<file path="src/hdl/mcr_pkg.sv">
// Constants and types shared by the control-register move unit
package mcr_pkg;

    // ==========================================================
    // Control register selection codes
    localparam logic [6:0]  SEL_STATUS   = 7'h79;  // Status word
    localparam logic [6:0]  SEL_OPMODE   = 7'h7A;  // Operating mode word
    localparam logic [6:0]  SEL_SPTR     = 7'h7B;  // Stack pointer
    localparam logic [6:0]  SEL_SHIGH    = 7'h7C;  // Stack high word
    localparam logic [6:0]  SEL_SLOW     = 7'h7D;  // Stack low word
    localparam logic [6:0]  SEL_LADDR    = 7'h7E;  // Loop address
    localparam logic [6:0]  SEL_LCOUNT   = 7'h7F;  // Loop count

    // ==========================================================
    // Status word field layout
    localparam int          CC_LSB       = 0;      // Condition code byte
    localparam int          CC_W         = 8;
    localparam int          EXC_LSB      = 8;      // Exception status bits
    localparam int          EXC_W        = 8;
    localparam int          STICKY_LSB   = 16;     // Sticky flag word
    localparam int          STICKY_W     = 5;

    // ==========================================================
    // Reset values, word width and fixed costs
    localparam int          WORD_W       = 32;
    localparam logic [31:0] RST_WORD     = 32'h0000_0000;
    localparam logic [1:0]  BASE_WORDS   = 2'h1;   // Opcode word alone
    localparam int          BASE_CYCLES  = 2;      // Least execution cycles

    // ==========================================================
    // Operand modes and controller states
    typedef enum logic [2:0] {
        MODE_REG  = 3'b000,   // Register to or from register
        MODE_IMM  = 3'b001,   // Immediate extension word
        MODE_EA   = 3'b010,   // Memory, address from the address unit
        MODE_DISP = 3'b011,   // Memory, register plus long displacement
        MODE_ABS  = 3'b100    // Memory, absolute address word
    } mode_type;

    typedef enum logic [2:0] {
        ST_IDLE  = 3'b000,
        ST_FETCH = 3'b001,
        ST_ADDR  = 3'b010,
        ST_MEM   = 3'b011,
        ST_EXEC  = 3'b100
    } state_type;

endpackage : mcr_pkg

</file>
<file path="src/hdl/control_register_move.sv">
// Control-register move execution unit
`timescale 1ns/1ps
`default_nettype none
module control_register_move #(
    parameter int DEPTH_W = 4
) (
    input  wire logic        clk_sys,
    input  wire logic        rst_n,
    input  wire logic        clk_en,
    input  wire logic        op_valid,      // Issue strobe
    output logic             op_ready_r,    // Unit idle
    input  wire logic        op_load,       // 1: into control register
    input  wire logic [2:0]  op_mode,       // Operand mode
    input  wire logic [6:0]  op_sel,        // Control register code
    input  wire logic        op_space,      // 0: X memory, 1: Y memory
    input  wire logic [2:0]  op_areg,       // Address register number
    input  wire logic [31:0] op_reg_data,   // Source register value
    input  wire logic [31:0] ea_value,      // Address unit result for op_areg
    output logic [2:0]       areg_sel_r,    // Address register in use
    output logic             ext_req_r,     // Extension word wanted
    input  wire logic        ext_valid,
    input  wire logic [31:0] ext_word,
    output logic             mem_req_r,
    output logic             mem_we_r,
    output logic             mem_space_r,
    output logic [31:0]      mem_addr_r,
    output logic [31:0]      mem_wdata_r,
    input  wire logic        mem_ack,
    input  wire logic [31:0] mem_rdata,
    output logic             dst_valid_r,   // Register destination written
    output logic [31:0]      dst_data_r,
    output logic             done_r,        // Instruction finished
    output logic             error_r,       // Illegal mode or code
    output logic [1:0]       words_r,       // Program words used
    output logic [31:0]      status_word_r,
    output logic [31:0]      operating_mode_word_r,
    output logic [31:0]      stack_pointer_r,
    output logic [31:0]      loop_address_r,
    output logic [31:0]      loop_count_r
);
    // ==========================================================
    // Decode of the issued instruction
    mcr_pkg::state_type state_r;       // Controller state
    mcr_pkg::state_type state_nxt;
    logic               load_r;        // Direction held for the instruction
    logic [2:0]         mode_r;        // Operand mode held
    logic [6:0]         sel_r;         // Control register held
    logic [31:0]        src_r;         // Source word gathered
    logic [31:0]        ext_r;         // Extension word captured

    // Only codes of the seven controller registers are accepted
    function automatic logic is_ctrl(input logic [6:0] s);
        is_ctrl = (s >= mcr_pkg::SEL_STATUS);
    endfunction : is_ctrl

    // Modes needing an extension word after the opcode
    function automatic logic has_ext(input logic [2:0] m);
        has_ext = (m == mcr_pkg::MODE_IMM) || (m == mcr_pkg::MODE_DISP)
               || (m == mcr_pkg::MODE_ABS);
    endfunction : has_ext

    wire accept   = (state_r == mcr_pkg::ST_IDLE) && op_valid;
    wire mode_ok  = (op_mode <= mcr_pkg::MODE_ABS);
    wire bad_op   = !mode_ok || !is_ctrl(op_sel);
    wire in_exec  = (state_r == mcr_pkg::ST_EXEC);
    wire wr_ctrl  = in_exec && load_r;
    wire sel_ssh  = (sel_r == mcr_pkg::SEL_SHIGH);
    wire wr_stat  = wr_ctrl && (sel_r == mcr_pkg::SEL_STATUS);
    wire pop      = in_exec && !load_r && sel_ssh;
    wire push     = wr_ctrl && sel_ssh;

    // ==========================================================
    // System stack
    wire [DEPTH_W-1:0] sp_idx   = stack_pointer_r[DEPTH_W-1:0];
    wire [DEPTH_W-1:0] sp_inc   = DEPTH_W'(sp_idx + 1'b1);
    logic [31:0]       stk_high;
    logic [31:0]       stk_low;

    // pushed slot is pointer plus one
    mcr_stack #(.DEPTH_W(DEPTH_W)) u_stack (
        .clk_sys    (clk_sys),
        .rst_n      (rst_n),
        .clk_en     (clk_en),
        .rd_idx     (sp_idx),
        .rd_high    (stk_high),
        .rd_low     (stk_low),
        .wr_idx     (push ? sp_inc : sp_idx),
        .wr_high_en (push),
        .wr_low_en  (wr_ctrl && (sel_r == mcr_pkg::SEL_SLOW)),
        .wr_data    (src_r)
    );

    // ==========================================================
    // Control register read selection
    // any controller register readable
    wire [31:0] ctrl_rd =
        (sel_r == mcr_pkg::SEL_STATUS) ? status_word_r :
        (sel_r == mcr_pkg::SEL_OPMODE) ? operating_mode_word_r :
        (sel_r == mcr_pkg::SEL_SPTR)   ? stack_pointer_r :
        (sel_r == mcr_pkg::SEL_SHIGH)  ? stk_high :
        (sel_r == mcr_pkg::SEL_SLOW)   ? stk_low :
        (sel_r == mcr_pkg::SEL_LADDR)  ? loop_address_r :
                                         loop_count_r;

    // base plus displacement; the address-unit mode takes base alone
    wire [31:0] addr_calc = (mode_r == mcr_pkg::MODE_DISP) ? ea_value + ext_r : ea_value;

    // field placement of a status load
    wire [31:0] stat_nxt = src_r;

    // ==========================================================
    // Next state: extension fetch, address, memory, execute
    // least path is accept then execute, extras per mode
    always_comb
    begin
        state_nxt = state_r;
        case (state_r)
            mcr_pkg::ST_IDLE:
                if (op_valid && !bad_op)
                begin
                    if (has_ext(op_mode))
                        state_nxt = mcr_pkg::ST_FETCH;
                    else if (op_mode == mcr_pkg::MODE_EA)
                        state_nxt = mcr_pkg::ST_ADDR;
                    else
                        state_nxt = mcr_pkg::ST_EXEC;
                end
            mcr_pkg::ST_FETCH:
                if (ext_valid)
                begin
                    if (mode_r == mcr_pkg::MODE_IMM)
                        state_nxt = mcr_pkg::ST_EXEC;
                    else if (mode_r == mcr_pkg::MODE_DISP)
                        state_nxt = mcr_pkg::ST_ADDR;
                    else
                        state_nxt = mcr_pkg::ST_MEM;
                end
            mcr_pkg::ST_ADDR:
                state_nxt = mcr_pkg::ST_MEM;
            mcr_pkg::ST_MEM:
                if (mem_ack)
                    state_nxt = mcr_pkg::ST_EXEC;
            default:
                state_nxt = mcr_pkg::ST_IDLE;
        endcase
    end

    // Sequencer and handshake flops
    always_ff @(posedge clk_sys or negedge rst_n)
    begin
        if (!rst_n)
        begin
            state_r    <= mcr_pkg::ST_IDLE;
            op_ready_r <= 1'b0;
            ext_req_r  <= 1'b0;
            mem_req_r  <= 1'b0;
            done_r     <= 1'b0;
            error_r    <= 1'b0;
        end
        else if (clk_en)
        begin
            state_r    <= state_nxt;
            op_ready_r <= (state_nxt == mcr_pkg::ST_IDLE);
            ext_req_r  <= (state_nxt == mcr_pkg::ST_FETCH);
            mem_req_r  <= (state_nxt == mcr_pkg::ST_MEM);
            done_r     <= in_exec;
            error_r    <= accept && bad_op;
        end
    end

    // Operand capture
    always_ff @(posedge clk_sys or negedge rst_n)
    begin
        if (!rst_n)
        begin
            load_r     <= 1'b0;
            mode_r     <= mcr_pkg::MODE_REG;
            sel_r      <= mcr_pkg::SEL_STATUS;
            areg_sel_r <= 3'h0;
            words_r    <= mcr_pkg::BASE_WORDS;
            src_r      <= mcr_pkg::RST_WORD;
            ext_r      <= mcr_pkg::RST_WORD;
        end
        else if (clk_en)
        begin
            if (accept && !bad_op)
            begin
                load_r     <= op_load;
                mode_r     <= op_mode;
                sel_r      <= op_sel;
                areg_sel_r <= op_areg;
                words_r    <= mcr_pkg::BASE_WORDS + {1'b0, has_ext(op_mode)};
                src_r      <= op_reg_data;
            end
            else if (state_r == mcr_pkg::ST_FETCH && ext_valid)
            begin
                ext_r <= ext_word;
                if (mode_r == mcr_pkg::MODE_IMM)
                    src_r <= ext_word;
            end
            else if (state_r == mcr_pkg::ST_MEM && mem_ack && !mem_we_r)
                src_r <= mem_rdata;
        end
    end

    // Memory access port
    always_ff @(posedge clk_sys or negedge rst_n)
    begin
        if (!rst_n)
        begin
            mem_we_r    <= 1'b0;
            mem_space_r <= 1'b0;
            mem_addr_r  <= mcr_pkg::RST_WORD;
            mem_wdata_r <= mcr_pkg::RST_WORD;
        end
        else if (clk_en)
        begin
            if (accept)
            begin
                mem_we_r    <= !op_load;
                mem_space_r <= op_space;
            end
            // absolute address straight from the word
            if (state_r == mcr_pkg::ST_FETCH && ext_valid)
                mem_addr_r <= ext_word;
            else if (state_r == mcr_pkg::ST_ADDR)
                mem_addr_r <= addr_calc;
            // Stack high is sampled before the pop in execute
            if (state_nxt == mcr_pkg::ST_MEM)
                mem_wdata_r <= ctrl_rd;
        end
    end

    // Register destination result
    always_ff @(posedge clk_sys or negedge rst_n)
    begin
        if (!rst_n)
        begin
            dst_valid_r <= 1'b0;
            dst_data_r  <= mcr_pkg::RST_WORD;
        end
        else if (clk_en)
        begin
            dst_valid_r <= in_exec && !load_r && (mode_r == mcr_pkg::MODE_REG);
            if (in_exec && !load_r && (mode_r == mcr_pkg::MODE_REG))
                dst_data_r <= ctrl_rd;
        end
    end

    // ==========================================================
    // Controller registers
    // One flop per register; the status word takes its fields in one edge
    always_ff @(posedge clk_sys or negedge rst_n)
    begin
        if (!rst_n)
        begin
            status_word_r         <= mcr_pkg::RST_WORD;
            operating_mode_word_r <= mcr_pkg::RST_WORD;
            stack_pointer_r       <= mcr_pkg::RST_WORD;
            loop_address_r        <= mcr_pkg::RST_WORD;
            loop_count_r          <= mcr_pkg::RST_WORD;
        end
        else if (clk_en)
        begin
            if (wr_stat)
                status_word_r <= stat_nxt;
            if (wr_ctrl && sel_r == mcr_pkg::SEL_OPMODE)
                operating_mode_word_r <= src_r;
            if (wr_ctrl && sel_r == mcr_pkg::SEL_LADDR)
                loop_address_r <= src_r;
            if (wr_ctrl && sel_r == mcr_pkg::SEL_LCOUNT)
                loop_count_r <= src_r;
            if (pop)
                stack_pointer_r <= stack_pointer_r - 32'h0000_0001;
            else if (push)
                stack_pointer_r <= stack_pointer_r + 32'h0000_0001;
            else if (wr_ctrl && sel_r == mcr_pkg::SEL_SPTR)
                stack_pointer_r <= src_r;
        end
    end
endmodule : control_register_move
`default_nettype wire

</file>
<file path="src/hdl/mcr_stack.sv">
// System stack storage: high and low word arrays
`timescale 1ns/1ps
`default_nettype none
module mcr_stack #(
    parameter int DEPTH_W = 4
) (
    input  wire logic               clk_sys,
    input  wire logic               rst_n,
    input  wire logic               clk_en,
    input  wire logic [DEPTH_W-1:0] rd_idx,
    output logic      [31:0]        rd_high,
    output logic      [31:0]        rd_low,
    input  wire logic [DEPTH_W-1:0] wr_idx,
    input  wire logic               wr_high_en,
    input  wire logic               wr_low_en,
    input  wire logic [31:0]        wr_data
);
    // ==========================================================
    // Storage
    logic [31:0] high_mem [2**DEPTH_W];  // Stack high words
    logic [31:0] low_mem  [2**DEPTH_W];  // Stack low words

    // Read is combinational so a pop sees the word before the pointer moves
    assign rd_high = high_mem[rd_idx];
    assign rd_low  = low_mem[rd_idx];

    // Cleared at reset so no read returns an unknown word
    always_ff @(posedge clk_sys or negedge rst_n)
    begin
        if (!rst_n)
        begin
            for (int i = 0; i < 2**DEPTH_W; i++)
            begin
                high_mem[i] <= mcr_pkg::RST_WORD;
                low_mem[i]  <= mcr_pkg::RST_WORD;
            end
        end
        else if (clk_en)
        begin
            if (wr_high_en)
                high_mem[wr_idx] <= wr_data;
            if (wr_low_en)
                low_mem[wr_idx] <= wr_data;
        end
    end
endmodule : mcr_stack
`default_nettype wire

</file>
<file path="config.mk">
export PLATFORM = sky130hd
export DESIGN_NAME = control_register_move
export DESIGN_NICKNAME = d
export VERILOG_FILES = /design/src/hdl/mcr_pkg.sv /design/src/hdl/control_register_move.sv /design/src/hdl/mcr_stack.sv
export SDC_FILE = /design/constraint.sdc
export NUM_CORES = 2
export LEC_CHECK = 0
export ABC_AREA = 1
export BUFFER_PORTS_ARGS = -buffer_cell sky130_fd_sc_hd__buf_2
export CAP_MARGIN = 20
export CORE_ASPECT_RATIO = 1.25
export CORE_MARGIN = 1.5
export CORE_UTILIZATION = 50
export CTS_BUF_LIST = sky130_fd_sc_hd__clkbuf_8
export DETAILED_ROUTE_END_ITERATION = 7
export PLACE_DENSITY_LB_ADDON = 0.08
export SETUP_SLACK_MARGIN = 0.05
export SLEW_MARGIN = 20
export SYNTH_ARGS = -nofsm -noshare
export SYNTH_HDL_FRONTEND = slang
export SYNTH_SLANG_ARGS = --single-unit
</file>
<file path="constraint.sdc">
create_clock -name clk_sys -period 3.3 [get_ports clk_sys]
set_input_delay 0.825 -clock clk_sys [delete_from_list [all_inputs] [get_ports clk_sys]]
set_output_delay 0.825 -clock clk_sys [all_outputs]
set_load 0.1 [all_outputs]
</file>
==> flow_summary.json <==
{
  "outcome": "finished, final reports clean",
  "rsz0062_at_grt": "false",
  "synth_edf_count": 0,
  "synth_area_per_cell_um2": 7.56,
  "slew_violations": 0,
  "syn-num-nets": 9088,
  "max_freq_mhz": 314,
  "synth_xor_area_share_pct": 0.609,
  "via_per_inst": 5.63,
  "post_cts_buffers": 0,
  "wl_mm": 254,
  "holdCritStartpoint": "op_space",
  "synth_top_flop_cell": "dfrtp_1",
  "most-common-layout-cells": "nand2_1 (3031), dfrtp_1 (1362), o21ai_0 (1039)",
  "crit_path_start": "stack_pointer_r[0]",
  "drc": 0,
  "synth_top_family_by_area": "simple AND/OR/NAND/NOR gates",
  "htree_levels": 4,
  "synth_seq_cells": 1371,
  "synth_cells": 8905,
  "worst_setup_path_end_kind": "flop",
  "ios": 418,
  "grt_pass1_vias": 59100,
  "initial_utilization_pct": 50.4,
  "chipWidth_um": 331,
  "drt_iter0_drc": 6461,
  "fin_crit_sh_pct": 96.6,
  "grt_remaining_overflow": 0,
  "utilization_pct": 57.6,
  "synth_top_area_share_pct": 50.7,
  "placed_cells_incl_taps": 10700,
  "ys_async_sr_fraction_pct": 100,
  "rows": 150,
  "final_cells": 11100,
  "drv_cap": 0,
  "r2r_start": "stack_pointer_r[0]",
  "cp-start-kind": "flop",
  "synth-simple-area-share_pct": 26.4,
  "crit_arrival_ns": 4.07,
  "power_density_nw_per_um2": 578,
  "clock_skew_ns": 0.0521,
  "synth.area.top_cells": "dfrtp_1 (51%), nand2_1 (17%), o21ai_0 (7.7%), nor2_1 (4.4%), o21ai_1 (3.9%)",
  "min_path_type": "input port to flop",
  "first_pass_iters": 8,
  "hold_viol_final": 0,
  "cts_tree": "done",
  "layout_commonest_cell": "nand2_1",
  "ys_types": 52,
  "ir_drop_mv": 0.835,
  "coreArea_um2": 134000,
  "critPathSlowestCell": "dfrtp_4",
  "crit_chain": "buf_12 -> buf_12 -> nand2_1 -> nand3_1 -> nand2_1 -> nand2_1 -> nand2_1 -> nor2_1 -> nand2_1 -> nand2_1 -> nand2_1 -> nand2_1 -> nand2_1 -> nand2_1 -> nand2_1 -> nand2_1 -> nand2_1",
  "placed_cell_area_um2": 72100,
  "cp_slowest_stage_delay_ns": 0.55,
  "clock_sinks": 1371,
  "cts_buffer_depth": 3,
  "cts.root.buffer_cell": "clkbuf_8",
  "io_buffers": 417,
  "synth-compound-area-share_pct": 14.7,
  "yosysTopAreaCell": "dfrtp_1",
  "path_max_fanout": 37,
  "p_leak_nw": 38.2,
  "fp.dieArea_um2": 137000,
  "synthAdderAreaFrac_pct": 0.643,
  "worst_slew_pin_slew_ns": 1.15,
  "synthMuxAreaShare_pct": 0.134,
  "relSlewSlack_pct": 23.3,
  "num_vias": 62500,
  "wire_per_inst_um": 22.9,
  "ant_nets": 0,
  "grt_start_max_net_pins": 123,
  "numCtsBuffers": 220,
  "tns_ns": 0,
  "final_area_um2": 77000,
  "gp_congestion": 0.980,
  "critical_path_required_ns": 4.18,
  "synth_area_um2": 67300,
  "syn2layout_area_growth_pct": 14.3,
  "yosys_warnings": 0,
  "worstSetupPathType": "flop to flop",
  "setup_viol": 0,
  "dpl.hpwl_mm": 168,
  "die_h_um": 413,
  "antenna_found_initial": 9,
  "grt_pass1_wl_mm": 379,
  "clk_latency_ns": 1.01,
  "period_minus_slack_ns": 3.19,
  "drive_above_1_share_pct": 12.6,
  "cp_common_cell": "nand2_1",
  "clkTransAtPathRegs_ns": 0.07,
  "final_nets": 9349,
  "gr-usage-all-layers_pct": 36.7,
  "yosysSeqAreaShare_pct": 51.0
}
==> sequential cells by signal, summed over array words and instances, names as in the netlist, 2 cells and up <==
register               flops
u_stack.high_mem         512
status_word_r             32
src_r                     32
loop_count_r              32
words_r                    2
mem_addr_r                32
areg_sel_r                 3
loop_address_r            32
ext_r                     32
state_r                    3
stack_pointer_r           32
dst_data_r                32
mem_wdata_r               32
u_stack.low_mem          512
operating_mode_word_r     32
mode_r                     3
sel_r                      7
==> where the power goes <==
| group | internal [W] | switching [W] | total (W) |
|---|---|---|---|
| Combinational | 0.00200 | 0.00875 | 0.0107 |
| Sequential | 0.0175 | 0.000537 | 0.0180 |
| Clock | 0.00835 | 0.00733 | 0.0157 |
==> worst paths after layout <==
kind	endpoint	slack, ns	cells past startpoint
hold reg to reg	areg_sel_r[0]	0.46	2
max in group asynchronous	status_word_r[23]	1.77	4
setup reg to reg	dst_data_r[21]	0.11	17
setup / recovery	dst_data_r[21]	0.11	17
hold / removal	mem_space_r	0.08	2
min in group asynchronous	u_stack.high_mem[371]	0.38	2
==> cells by family after synthesis <==
| logic type | Yosys count |
|---|---|
| AO/OA/AOI/OAI | 1917 |
| XOR/XNOR | 46 |
| adder cells (fa/ha/maj) | 34 |
| buffers and inverters | 1103 |
| multiplexers | 8 |
| flip-flops | 1371 |
| AND/OR/NAND/NOR | 4426 |
==> Yosys cell counts, drive strengths merged, types with 2 or more instances <==
cell type  instances
nand2           3059
o21ai           1605
dfrtp           1365
nor2             803
clkbuf           490
nand3            476
inv              436
a21oi            226
buf              155
a31oi             46
nor3              40
xor2              35
ha                33
clkinv            22
or2               21
nand4             20
o211ai            11
xnor2             11
mux2               8
a22oi              7
o21bai             7
dfstp              6
o22ai              4
and2               3
o21a               3
nand3b             2
nor4               2
o221ai             2
o31ai              2
==> layer usage <==
metal  up-vias  track usage [%]  share of wire, %
met5         -                0            0.0090
met4         4             18.9               5.4
met3       556             7.75               8.3
met2      2641             58.3                46
met1     30200             47.7                41
li1      29200                -                 -
==> per-stage QoR <==
stage | total power, W | setup WS [ns] | hold WS (ns)
after global routing | 0.0459 | 0.0674 | 0.0488
after global placement | 0.0288 | 0.197 | 0.451
after floorplan | 0.0242 | 0.140 | 0.448
final | 0.0445 | 0.111 | 0.0758
after detailed placement | 0.0289 | 0.123 | 0.455
after CTS | 0.0445 | 0.120 | 0.00215
==> layout make-up <==
type	count	area, um^2
repair buffers	684	5260
clock buffers	286	3940
well taps	1748	2190
clock inverters	118	783
fillers	12700	56700
inverters	458	1740
multi-input cells	6431	28700
diodes	6	15.0
flip-flops and latches	1371	34300
==> worst max-delay path, delay by kind of cell (launching register included) <==
| kind | cells | cell delay, ns |
|---|---|---|
| buf+inv | 2 | 0.53 |
| flops | 1 | 0.55 |
| simple gates | 15 | 1.87 |
==> timing repair <==
action / CTS / global route
resized for setup: 2 / 3
pin swaps: 0 / 0
hold buffers: 7 / 0
endpoints found under the setup margin: 2 / 137
hold endpoints to repair: 40 / 0
Power figures use the tool's default switching activity.
